`src/verilog/i2c_port_defines.svh`:
```
/*
 * Register offsets, field positions and reset values of the two-wire
 * serial port control block. Assumes a 12-bit APB byte address.
 */
`ifndef I2C_PORT_DEFINES_SVH
`define I2C_PORT_DEFINES_SVH

// Register byte offsets on the APB bus.
`define APB_ADDR_W          12
`define APB_DATA_W          32
`define OFS_CTRL            12'h000
`define OFS_BUF             12'h004
`define OFS_BAUD            12'h008
`define OFS_STATUS          12'h00C
`define OFS_IRQ_STAT        12'h010
`define OFS_IRQ_MASK        12'h014

// Control register fields.
`define CTRL_W              8
`define CTRL_WRITE_COLLISION_FLAG_BIT       7
`define CTRL_OVF_BIT        6
`define CTRL_EN_BIT         5
`define CTRL_CKR_BIT        4
`define CTRL_MODE_MSB       3
`define CTRL_MODE_LSB       0
`define CTRL_RST            8'h00

// Baud reload, buffer and status fields.
`define BYTE_W              8
`define BAUD_RST            8'h00
`define STAT_BUF_FULL_BIT   0
`define STAT_START_BIT      1
`define STAT_TX_BUSY_BIT    2

// Interrupt status and mask layout.
`define IRQ_W               5
`define IRQ_WRITE_COLLISION_FLAG_BIT        0
`define IRQ_OVF_BIT         1
`define IRQ_START_BIT       2
`define IRQ_STOP_BIT        3
`define IRQ_RX_BIT          4
`define IRQ_RST             5'h00

// Bus clock is four divider ticks long: two phase bits.
`define BUS_CLK_PHASE_W     2

`endif

```
`src/verilog/i2c_port_pkg.sv`:
```
/*
 * Types shared by the serial port control block: the mode encodings and
 * the decode of the mode field. Assumes the defines header is present.
 */
`include "i2c_port_defines.svh"

package i2c_port_pkg;

	// Two-wire modes, coded as the mode field values that select them.
	typedef enum logic [3:0] {
		MODE_NONE      = 4'h0,
		MODE_SLV7      = 4'h6,
		MODE_SLV10     = 4'h7,
		MODE_HW_MASTER = 4'h8,
		MODE_FW_MASTER = 4'hB,
		MODE_SLV7_SS   = 4'hE,
		MODE_SLV10_SS  = 4'hF
	} mode_e;

	// Any code not listed is reserved or belongs to the SPI function.
	function automatic mode_e decode_mode(input logic [3:0] code);
		case (code)
			4'h6:    return MODE_SLV7;
			4'h7:    return MODE_SLV10;
			4'h8:    return MODE_HW_MASTER;
			4'hB:    return MODE_FW_MASTER;
			4'hE:    return MODE_SLV7_SS;
			4'hF:    return MODE_SLV10_SS;
			default: return MODE_NONE;
		endcase
	endfunction

	// Whole register state of the control block.
	typedef struct packed {
		logic [`CTRL_W-1:0]     ctrl;
		logic [`BYTE_W-1:0]     baud;
		logic [`BYTE_W-1:0]     rx_buf;
		logic [`BYTE_W-1:0]     tx_data;
		logic                   tx_load;
		logic                   buf_full;
		logic                   start_seen;
		logic [`IRQ_W-1:0]      irq_stat;
		logic [`IRQ_W-1:0]      irq_mask;
		logic [`APB_DATA_W-1:0] prdata;
	} regs_s;

endpackage

```
`src/verilog/i2c_baud_divider.sv`:
```
/*
 * Bus clock divider for hardware master mode. Assumes a run level and a
 * reload value from registers on the same clock.
 */
`timescale 1ns/1ps
`include "i2c_port_defines.svh"

module i2c_baud_divider #(
	parameter int WIDTH = 8
) (
	// Clock and reset.
	input  wire logic             clk_sys,
	input  wire logic             srst,
	// Control.
	input  wire logic             run,
	input  wire logic [WIDTH-1:0] reload,
	// Timing outputs.
	output logic                  tick,
	output logic                  bus_clk
);

	typedef struct packed {
		logic [WIDTH-1:0]              cnt;
		logic [`BUS_CLK_PHASE_W-1:0]   phase;
		logic                          tick;
	} div_s;

	div_s q;
	div_s d;

	if (WIDTH < 1)
	begin : g_bad_width
		$error("i2c_baud_divider: WIDTH must be at least 1.");
	end

	// A tick every reload+1 cycles; four ticks make one bus clock.
	always_comb
	begin
		d = q;
		d.tick = 1'b0;
		if (!run)
		begin
			d = '0;
		end
		else if (q.cnt >= reload)
		begin
			d.cnt = '0;
			d.tick = 1'b1;
			d.phase = q.phase + 1'b1;
		end
		else
		begin
			d.cnt = q.cnt + 1'b1;
		end
	end

	// Registered state; synchronous reset.
	always_ff @(posedge clk_sys)
	begin
		if (srst)
			q <= '0;
		else
			q <= d;
	end

	assign tick = q.tick;
	assign bus_clk = q.phase[`BUS_CLK_PHASE_W-1];
endmodule

```
`src/verilog/i2c_port_control_register.sv`:
```
/*
 * Control register, mode decode, flags and interrupts of a two-wire serial
 * port, reached over APB. Assumes a shift engine on the same clock that
 * reports direction, busy, start/stop detection and received bytes.
 */
// Implementation choices: the register addresses and register access over APB.
`timescale 1ns/1ps
`include "i2c_port_defines.svh"

module i2c_port_control_register (
	// Clock and reset.
	input  wire logic                   clk_sys,
	input  wire logic                   srst,
	// APB slave.
	input  wire logic [`APB_ADDR_W-1:0] paddr,
	input  wire logic                   psel,
	input  wire logic                   penable,
	input  wire logic                   pwrite,
	input  wire logic [`APB_DATA_W-1:0] pwdata,
	output logic      [`APB_DATA_W-1:0] prdata,
	output logic                        pready,
	output logic                        pslverr,
	// Shift engine status.
	input  wire logic                   tx_dir,
	input  wire logic                   shift_busy,
	input  wire logic                   start_ok,
	input  wire logic                   rx_valid,
	input  wire logic [`BYTE_W-1:0]     rx_byte,
	input  wire logic                   start_det,
	input  wire logic                   stop_det,
	// Shift engine control.
	output logic                        tx_load,
	output logic      [`BYTE_W-1:0]     tx_data,
	output logic                        port_enable,
	output logic                        pins_to_port,
	output logic                        slave_active,
	output logic                        addr_10bit,
	output logic                        start_stop_irq_en,
	output logic                        hw_master,
	output logic                        fw_master,
	output logic                        master_tick,
	output logic                        master_scl,
	// Clock stretch drive, open drain.
	output logic                        scl_o,
	output logic                        scl_oe,
	// Interrupt.
	output logic                        irq
);

	i2c_port_pkg::regs_s q;
	i2c_port_pkg::regs_s d;
	i2c_port_pkg::mode_e mode;
	logic                div_run;

	// True for offsets that hold a register.
	function automatic logic addr_known(input logic [`APB_ADDR_W-1:0] a);
		case (a)
			`OFS_CTRL, `OFS_BUF, `OFS_BAUD, `OFS_STATUS,
			`OFS_IRQ_STAT, `OFS_IRQ_MASK: return 1'b1;
			default:                       return 1'b0;
		endcase
	endfunction

	// Mode from the stored field; a disabled port has no mode at all.
	assign mode = q.ctrl[`CTRL_EN_BIT] ?
		i2c_port_pkg::decode_mode(
			q.ctrl[`CTRL_MODE_MSB:`CTRL_MODE_LSB]) :
		i2c_port_pkg::MODE_NONE;

	// Next state: bus access first, then hardware events, so sets win.
	always_comb
	begin
		logic                 acc;
		logic                 wr;
		logic                 rd_buf;
		logic                 is_slave;
		logic                 is_master;
		logic                 ss_mode;
		logic [`IRQ_W-1:0]    ev;
		acc = psel && penable;
		wr = acc && pwrite && addr_known(paddr);
		rd_buf = acc && !pwrite && paddr == `OFS_BUF;
		is_slave = slave_active;
		is_master = hw_master || fw_master;
		ss_mode = start_stop_irq_en;
		ev = `IRQ_RST;
		d = q;
		d.tx_load = 1'b0;

		// Read data is captured in the setup cycle and held for access.
		if (psel && !penable)
		begin
			case (paddr)
				`OFS_CTRL:     d.prdata = `APB_DATA_W'(q.ctrl);
				`OFS_BUF:      d.prdata = `APB_DATA_W'(q.rx_buf);
				`OFS_BAUD:     d.prdata = `APB_DATA_W'(q.baud);
				`OFS_STATUS:
				begin
					d.prdata = '0;
					d.prdata[`STAT_BUF_FULL_BIT] = q.buf_full;
					d.prdata[`STAT_START_BIT] = q.start_seen;
					d.prdata[`STAT_TX_BUSY_BIT] = shift_busy;
				end
				`OFS_IRQ_STAT: d.prdata = `APB_DATA_W'(q.irq_stat);
				`OFS_IRQ_MASK: d.prdata = `APB_DATA_W'(q.irq_mask);
				default:       d.prdata = '0;
			endcase
		end

		// Register writes.
		if (wr)
		begin
			case (paddr)
				`OFS_CTRL:     d.ctrl = pwdata[`CTRL_W-1:0];
				`OFS_BAUD:     d.baud = pwdata[`BYTE_W-1:0];
				`OFS_IRQ_STAT: d.irq_stat = q.irq_stat &
					~pwdata[`IRQ_W-1:0];
				`OFS_IRQ_MASK: d.irq_mask = pwdata[`IRQ_W-1:0];
				`OFS_BUF:
				begin
					d.tx_data = pwdata[`BYTE_W-1:0];
					if (is_master && tx_dir)
					begin
						if (start_ok)
							d.tx_load = 1'b1;
						else
							ev[`IRQ_WRITE_COLLISION_FLAG_BIT] = 1'b1;
					end
					else if (is_slave && tx_dir)
					begin
						if (shift_busy)
							ev[`IRQ_WRITE_COLLISION_FLAG_BIT] = 1'b1;
						else
							d.tx_load = 1'b1;
					end
					// Receive mode: the write is stored only.
				end
				default: ;
			endcase
		end

		// Reading the buffer empties it.
		if (rd_buf)
			d.buf_full = 1'b0;

		// A received byte is dropped, not stored, while still unread.
		if (rx_valid && !tx_dir && mode != i2c_port_pkg::MODE_NONE)
		begin
			if (q.buf_full && !rd_buf)
				ev[`IRQ_OVF_BIT] = 1'b1;
			else
			begin
				d.rx_buf = rx_byte;
				d.buf_full = 1'b1;
				ev[`IRQ_RX_BIT] = 1'b1;
			end
		end

		// Start and stop tracking; stop ends the started state.
		if (start_det && mode != i2c_port_pkg::MODE_NONE)
			d.start_seen = 1'b1;
		else if (stop_det)
			d.start_seen = 1'b0;
		ev[`IRQ_START_BIT] = start_det && ss_mode;
		ev[`IRQ_STOP_BIT] = stop_det && ss_mode;
		if (!d.ctrl[`CTRL_EN_BIT])
			d.start_seen = 1'b0;

		// Flags are set after any software write so the set wins.
		if (ev[`IRQ_WRITE_COLLISION_FLAG_BIT])
			d.ctrl[`CTRL_WRITE_COLLISION_FLAG_BIT] = 1'b1;
		if (ev[`IRQ_OVF_BIT])
			d.ctrl[`CTRL_OVF_BIT] = 1'b1;
		d.irq_stat = d.irq_stat | ev;

		if (srst)
		begin
			d = '0;
			d.ctrl = `CTRL_RST;
			d.baud = `BAUD_RST;
			d.irq_stat = `IRQ_RST;
			d.irq_mask = `IRQ_RST;
		end
	end

	// Single state register.
	always_ff @(posedge clk_sys)
	begin
		q <= d;
	end

	// APB answers with no wait states; unmapped offsets report an error.
	assign prdata = q.prdata;
	assign pready = 1'b1;
	assign pslverr = psel && penable && !addr_known(paddr);

	// Mode decode outputs.
	assign port_enable = q.ctrl[`CTRL_EN_BIT];
	assign pins_to_port = q.ctrl[`CTRL_EN_BIT];
	assign slave_active = mode == i2c_port_pkg::MODE_SLV7 ||
		mode == i2c_port_pkg::MODE_SLV10 ||
		mode == i2c_port_pkg::MODE_SLV7_SS ||
		mode == i2c_port_pkg::MODE_SLV10_SS;
	assign addr_10bit = mode == i2c_port_pkg::MODE_SLV10 ||
		mode == i2c_port_pkg::MODE_SLV10_SS;
	assign start_stop_irq_en = mode == i2c_port_pkg::MODE_SLV7_SS ||
		mode == i2c_port_pkg::MODE_SLV10_SS;
	assign hw_master = mode == i2c_port_pkg::MODE_HW_MASTER;
	assign fw_master = mode == i2c_port_pkg::MODE_FW_MASTER;
	assign tx_load = q.tx_load;
	assign tx_data = q.tx_data;

	// Stretch pulls the clock low only; it never drives it high.
	assign scl_o = 1'b0;
	assign scl_oe = slave_active && !q.ctrl[`CTRL_CKR_BIT];

	// Level interrupt from any unmasked sticky event.
	assign irq = |(q.irq_stat & q.irq_mask);

	// Bus clock generator runs only in hardware master mode.
	assign div_run = hw_master;
	i2c_baud_divider #(
		.WIDTH (`BYTE_W)
	) u_div (
		.clk_sys (clk_sys),
		.srst    (srst),
		.run     (div_run),
		.reload  (q.baud),
		.tick    (master_tick),
		.bus_clk (master_scl)
	);
endmodule

```
`config.mk`:
```
export PLATFORM = sky130hd
export DESIGN_NAME = i2c_port_control_register
export DESIGN_NICKNAME = d
export VERILOG_FILES = /design/src/verilog/i2c_port_pkg.sv /design/src/verilog/i2c_baud_divider.sv /design/src/verilog/i2c_port_control_register.sv
export VERILOG_INCLUDE_DIRS = /design/src /design/src/verilog
export SDC_FILE = /design/constraint.sdc
export NUM_CORES = 1
export LEC_CHECK = 0
export ABC_AREA = 1
export BUFFER_PORTS_ARGS = -buffer_cell sky130_fd_sc_hd__buf_2
export CAP_MARGIN = 15
export CORE_ASPECT_RATIO = 0.75
export CORE_MARGIN = 5
export CORE_UTILIZATION = 50
export CTS_CLUSTER_DIAMETER = 200
export CTS_CLUSTER_SIZE = 12
export DETAILED_ROUTE_END_ITERATION = 8
export PLACE_DENSITY = 0.79
export REMOVE_ABC_BUFFERS = 1
export SYNTH_ARGS = -nofsm -noshare
export SYNTH_HDL_FRONTEND = slang
export SYNTH_SLANG_ARGS = --single-unit
```
`constraint.sdc`:
```
create_clock -name clk_sys -period 3.07 [get_ports clk_sys]
set_clock_uncertainty 0.15 [all_clocks]
set_input_delay 0.921 -clock clk_sys [delete_from_list [all_inputs] [get_ports clk_sys]]
set_output_delay 0.921 -clock clk_sys [all_outputs]
set_load 0.02 [all_outputs]
```
==> results.json, run 1 <==
{
  "finalHoldViolCount": 0,
  "start_kind": "primary input",
  "yosysSeqAreaShare_pct": 34.5,
  "critPathMaxStageDelay_ns": 0.18,
  "tritoncts": "built",
  "grt_pass1_vias": 3085,
  "cts_resized": 0,
  "clk_pin_slew_ns": 0.07,
  "busiest_layer": "met2",
  "worst_pin_slew_ns": 0.567,
  "finalPower_mw": 1.70,
  "ant_nets": 0,
  "path_cells": "buf_2, nor2_2, nand2_4, nor2_8, nand3_1, nand2_4, nor2_1, buf_2",
  "start_util_pct": 50.9,
  "status": "complete, no violations",
  "reg2reg_depth": 7,
  "nets": 676,
  "die_area_sq_mm": 0.00926,
  "synth.area.top_cells": "dfxtp_1 35%, nand2_1 12%, nor2_1 9.5%",
  "post-place-cells": 694,
  "placed_area_sq_mm": 0.00392,
  "most-common-layout-cells": "119 x nand2_1, 93 x nor2_1, 70 x inv_1",
  "rsz0062_at_grt": "no",
  "end_kind": "primary output",
  "grt_start_max_net_pins": 36,
  "netlist.area_leader.share_pct": 34.5,
  "first_pass_iters": 5,
  "startpoint": "paddr[11]",
  "num_io_pins": 118,
  "numPortBuffers": 67,
  "fin_area_sq_mm": 0.00413,
  "drtIter0Drc": 287,
  "globalRouteMet3Util_pct": 5.00,
  "syn_inst": 549,
  "stdcell_count": 710,
  "met1_usage_pct": 29.7,
  "num_rows": 27,
  "timing.slew.headroom_pct": 61.9,
  "drv_slew": 0,
  "yosys_warnings": 0,
  "finalWirelength_um": 9320,
  "wl_per_cell_um": 13.1,
  "critPathSlowestCell": "nor2_8",
  "htreeDepth": 3,
  "path_depth": 8,
  "setup_viol": 0,
  "antenna_found_initial": 0,
  "cts_post_setup_buffers_inserted": 0,
  "tns_ns": 0,
  "cts_hold_buf": 0,
  "path_buf_inv": 2,
  "design.core.area_sq_mm": 0.00730,
  "period_minus_slack_ns": 2.97,
  "hold_class": "reg2reg",
  "ir_drop_mv": 0.288,
  "synth-seq-cells": 64,
  "cts-root-buf": "clkbuf_8",
  "die_h_um": 84.6,
  "syn_area_sq_mm": 0.00371,
  "numCtsBuffers": 9,
  "met2_usage_pct": 30.1,
  "fin_crit_sh_pct": 96.7,
  "avgSynthCellArea_sq_um": 6.76,
  "fmax_mhz": 337,
  "dp_hpwl_um": 7280,
  "synth_cell_types": 39,
  "cp_max_fo": 7,
  "r2r_end": "u_div.q[6]",
  "rr_startpoint": "q[68]",
  "fin_util_pct": 56.6,
  "cts.path.max_buffers": 2,
  "critPathKind": "in2out",
  "cts_num_sinks": 64,
  "diodes": 0,
  "remaining_drc_errors": 0,
  "drt-vias-per-instance": 4.81,
  "setup.worst_path.end": "pslverr",
  "max_cap_violations": 0,
  "dieWidth_um": 109,
  "clk-insertion-delay-late_ns": 0.35,
  "required_ns": 2.00,
  "track_usage_pct": 20.6,
  "fillers": 714,
  "final_common_cell": "nand2_1",
  "area_delta_synth_final_pct": 11.3,
  "power_density_mw_per_mm2": 412,
  "r2r_slack_ns": 1.11,
  "gp_congestion": 0.906,
  "cpLargestDelayFamily": "simple AND/OR/NAND/NOR gates",
  "grt_overflow": 0,
  "dr_total_vias": 3418,
  "power.leakage_nw": 2.17,
  "cp.arrival_ns": 1.90,
  "grt_pass1_wl_um": 14800,
  "drive_above_1_share_pct": 20.0,
  "yosysTopAreaCell": "dfxtp_1"
}
-- power by group --
group	leakage, nW	internal, mW	switching [mW]
clock network	0.101	0.416	0.332
registers	0.516	0.832	0.000904
logic	1.56	0.0326	0.0896
total	2.17	1.28	0.422
-- cell usage after synthesis, drive strengths merged --
cell type / instances
a21oi: 29
a22oi: 1
buf: 49
clkbuf: 4
clkinv: 1
conb: 2
dfxtp: 64
ha: 9
inv: 76
nand2: 125
nand3: 27
nand3b: 1
nand4: 5
nor2: 104
nor3: 11
nor3b: 2
o211a: 1
o211ai: 4
o21a: 1
o21ai: 24
o221ai: 1
o22ai: 3
or2: 1
xnor2: 2
xor2: 2
-- through the flow --
step,hold WS (ns),setup WS (ns)
6_report,0.324,0.101
3_3_place_gp,0.302,0.115
4_1_cts,0.324,0.0735
5_1_grt,0.340,0.0271
2_1_floorplan,0.283,0.189
3_5_place_dp,0.313,0.0694
-- worst register-to-register path, cell delays in order, from the launching register on --
cell and delay (ns):
dfxtp_1 0.31, inv_1 0.06, ha_1 0.31, a21oi_1 0.20, o21a_1 0.15, nand3_1 0.18
or2_1 0.38, a21oi_2 0.14
-- cell families after synthesis --
logic type,share of synthesized area [%]
compound gates,9.85
fa+ha+maj,3.03
simple gates,33.3
xor+xnor,0.944
flops,34.5
other cells,0.202
buf+inv,18.2
-- state kept, by name, summed over array words and instances, names as in the netlist --
| signal | flops |
|---|---|
| pins_to_port | 1 |
| tx_data | 8 |
| prdata | 8 |
| u_div.tick | 1 |
| q | 35 |
| u_div.q | 9 |
| tx_load | 1 |
| u_div.bus_clk | 1 |
-- layer usage --
layer | up-vias | wire length, um
met4 | 0 | 110
met2 | 159 | 3930
met3 | 12 | 968
met1 | 1498 | 4310
met5 | - | 0
li1 | 1749 | -
-- area by class of cell --
| class | count | area, sq um | share of cell area (%) |
|---|---|---|---|
| Clock buffer | 11 | 151 | 3.66 |
| Sequential cell | 64 | 1280 | 31.0 |
| Multi-Input combinational cell | 379 | 1850 | 44.7 |
| Tap cell | 101 | 126 | 3.06 |
| Timing Repair Buffer | 73 | 380 | 9.21 |
| Clock inverter | 5 | 55.1 | 1.33 |
| Inverter | 77 | 289 | 7.00 |
-- worst min-delay path by stage --
| stage | start | endpoint | slack (ns) | cells after the start |
|---|---|---|---|---|
| 4_1_cts | prdata[7] | prdata[7] | 0.32 | 2 |
| 3_3_place_gp | q[39] | q[39] | 0.30 | 2 |
| 5_1_grt | q[39] | q[39] | 0.34 | 2 |
| 6_report | prdata[3] | prdata[3] | 0.32 | 2 |
| 2_1_floorplan | q[39] | q[39] | 0.28 | 2 |
| 3_5_place_dp | prdata[7] | prdata[7] | 0.31 | 2 |
(Power assumes the default switching activity.)
==> run 2, diff against run 1 <==
Settings changed: ABC_AREA 1 to unset, PLACE_DENSITY 0.79 to 0.8.
==> run 2 against run 1 <==
Critical path depth shrank 1; largest power group unchanged; sequential share of layout area grew 1.5 points; die area shrank 6.2%; register-to-register slack lost 0.64 ns; critical path type unchanged; clock power grew 4.7%; critical endpoint unchanged; utilization grew 1.6 points; via count shrank 13%; largest cell class unchanged; global-route usage grew 0.12 points; combinational power grew 7%; fmax is essentially flat.
==> results.json, run 2 <==
{
  "drv_slew": 0,
  "die_area_sq_mm": 0.00869,
  "num_rows": 26,
  "period_minus_slack_ns": 2.97,
  "post-synth-top-count-cell": "dfxtp_1",
  "top_register": "q",
  "design.core.area_sq_mm": 0.00677,
  "largestRegisters": "q (35), u_div.q (9)",
  "reg2reg_depth": 7,
  "setup_viol": 0,
  "avgSynthCellArea_sq_um": 8.59,
  "tritoncts": "built",
  "synthSimpleGateAreaFrac_pct": 19.7,
  "fillers": 590,
  "grt_start_max_net_pins": 56,
  "required_ns": 2.00,
  "timing.slew.headroom_pct": 61.0,
  "end_kind": "primary output",
  "dieWidth_um": 106,
  "grt_overflow": 0,
  "clk-insertion-delay-late_ns": 0.35,
  "yosys_warnings": 0,
  "r2r_end": "u_div.q[6]",
  "synth_commonest_cells": "64 x dfxtp_1, 56 x nor2_1, 44 x buf_4",
  "die_h_um": 82.0,
  "drtIter0Drc": 274,
  "worst_pin_slew_ns": 0.577,
  "cts-root-buf": "clkbuf_8",
  "yosysTopAreaCell": "dfxtp_1",
  "gp_congestion": 0.883,
  "power_density_mw_per_mm2": 443,
  "synth_top_flop_cell": "dfxtp_1",
  "cp_common_cell": "buf_2",
  "finalHoldViolCount": 0,
  "remaining_drc_errors": 0,
  "met2_usage_pct": 31.7,
  "synth-seq-cells": 64,
  "syn_area_sq_mm": 0.00345,
  "grt_pass1_vias": 2772,
  "rsz0062_at_grt": "no",
  "numCtsBuffers": 9,
  "critPathMaxStageDelay_ns": 0.26,
  "hold_class": "reg2reg",
  "cts_num_sinks": 64,
  "status": "complete, no violations",
  "netlist.area_leader.share_pct": 37.1,
  "nets": 531,
  "ir_drop_mv": 0.266,
  "cp_max_fo": 2,
  "regArea_sq_mm": 0.00128,
  "cts.path.max_buffers": 2,
  "most-common-layout-cells": "67 x buf_2, 64 x dfxtp_1, 56 x nor2_1",
  "first_pass_iters": 5,
  "r2r_slack_ns": 0.47,
  "hold_depth": 2,
  "cp.arrival_ns": 1.90,
  "syn_inst": 402,
  "multiInputGateArea_sq_mm": 0.00183,
  "yosysSeqAreaShare_pct": 37.1,
  "synth-edff-count": 0,
  "fin_area_sq_mm": 0.00394,
  "diodes": 0,
  "fin_crit_sh_pct": 96.8,
  "track_usage_pct": 20.7,
  "tns_ns": 0,
  "antenna_found_initial": 0,
  "critPathKind": "in2out",
  "hold-path-endpoint": "prdata[3]",
  "path_cells": "buf_2, nor4_4, buf_4, nand3_2, a21oi_2, nor2_1, buf_2",
  "synth_xor_xnor_area_share_pct": 1.52,
  "busiest_layer": "met2",
  "start_util_pct": 51.0,
  "yosys.area_share.adder_pct": 3.26,
  "final_common_cell": "buf_2",
  "synth_cell_types": 52,
  "synth_compound_area_share_pct": 13.0,
  "dr_total_vias": 2986,
  "placed_area_sq_mm": 0.00369,
  "synthMuxAreaShare_pct": 11.7,
  "htreeDepth": 3,
  "clk_pin_slew_ns": 0.07,
  "area_delta_synth_final_pct": 14.0,
  "synth.area.top_cells": "dfxtp_1 37%, mux2i_1 10%, buf_4 9.6%",
  "drt-vias-per-instance": 5.45,
  "drive_above_1_share_pct": 24.4,
  "max_cap_violations": 0,
  "startpoint": "paddr[9]",
  "dp_hpwl_um": 6510,
  "critPathSlowestCell": "nor4_4",
  "async_flop_share_pct": 0,
  "wl_per_cell_um": 16.0,
  "grt_pass1_wl_um": 13800,
  "largest_reg_flops": 35,
  "numPortBuffers": 67,
  "fmax_mhz": 337,
  "power.leakage_nw": 1.61,
  "rr_startpoint": "u_div.q[3]",
  "start_kind": "primary input",
  "num_io_pins": 118,
  "synth_top_family_by_area": "simple AND/OR/NAND/NOR gates",
  "finalWirelength_um": 8780,
  "cts_hold_buf": 0,
  "min_from": "prdata[3]",
  "ant_nets": 0,
  "globalRouteMet3Util_pct": 7.46,
  "met1_usage_pct": 27.3
}
==> run 2: cell count changes after synthesis, sizes merged, moves of 8 or more <==
cell    delta
nand2    -101
mux2i     +36
a21oi      -8
nor2      -48
inv       -61
nand3     -15
clkbuf     +9
==> run 2: through the flow <==
step	setup slack, ns	cells	total power [mW]	hold slack (ns)	utilization [%]
after floorplan	-0.636	366	0.906	0.299	-
after global placement	0.0352	531	0.975	0.287	54.5
after detailed placement	-0.0206	531	0.976	0.294	54.5
after CTS	0.0186	547	1.75	0.302	57.8
after global routing	0.0280	548	1.81	0.338	58.2
final	0.0998	548	1.75	0.296	58.2
==> run 2: worst max-delay path by stage <==
stage	endpoint	slack, ns
global placement	pslverr	0.04
detailed placement	pslverr	-0.02
CTS	pslverr	0.02
floorplan	tx_load	-0.64
global route	pslverr	0.03
finish	pslverr	0.1
==> run 2: repair_timing <==
item	CTS	global route
endpoints found under the hold margin	0	0
buffers inserted	0	1
pin swaps	0	0
setup endpoints to repair	1	1
gates cloned	0	0
resized for setup	1	3
==> run 2: layout make-up <==
cell class	instances	share of cell area, %
clock buffers	14	4.64
repair buffers	82	11.4
multi-input cells	287	46.5
flip-flops and latches	64	32.5
inverters	15	1.43
clock inverters	2	0.890
well taps	84	2.67
==> run 2: power by group <==
group	internal (mW)	switching, mW
Sequential	0.832	0.00111
Clock	0.463	0.320
Combinational	0.0372	0.0923
==> run 2: critical path, delay by kind of cell <==
family,cells,cell delay [ns]
buf+inv,3,0.43
simple gates,3,0.39
compound gates,1,0.14
==> run 2: layer usage <==
metal,share of wire (%),up-vias
li1,-,1447
met1,46,1363
met2,42,165
met3,10,11
met4,1.1,0
met5,0,-
==> run 2: kinds of logic (layout without fill, tap and decap cells) <==
group                    after synthesis  after routing
flip-flops                            64             64
XOR/XNOR                               6              6
AND/OR/NAND/NOR                      137            137
AO/OA/AOI/OAI                         69             69
multiplexers                          40             40
adder cells (fa/ha/maj)                9              9
other                                  2             26
buffers and inverters                 75            113
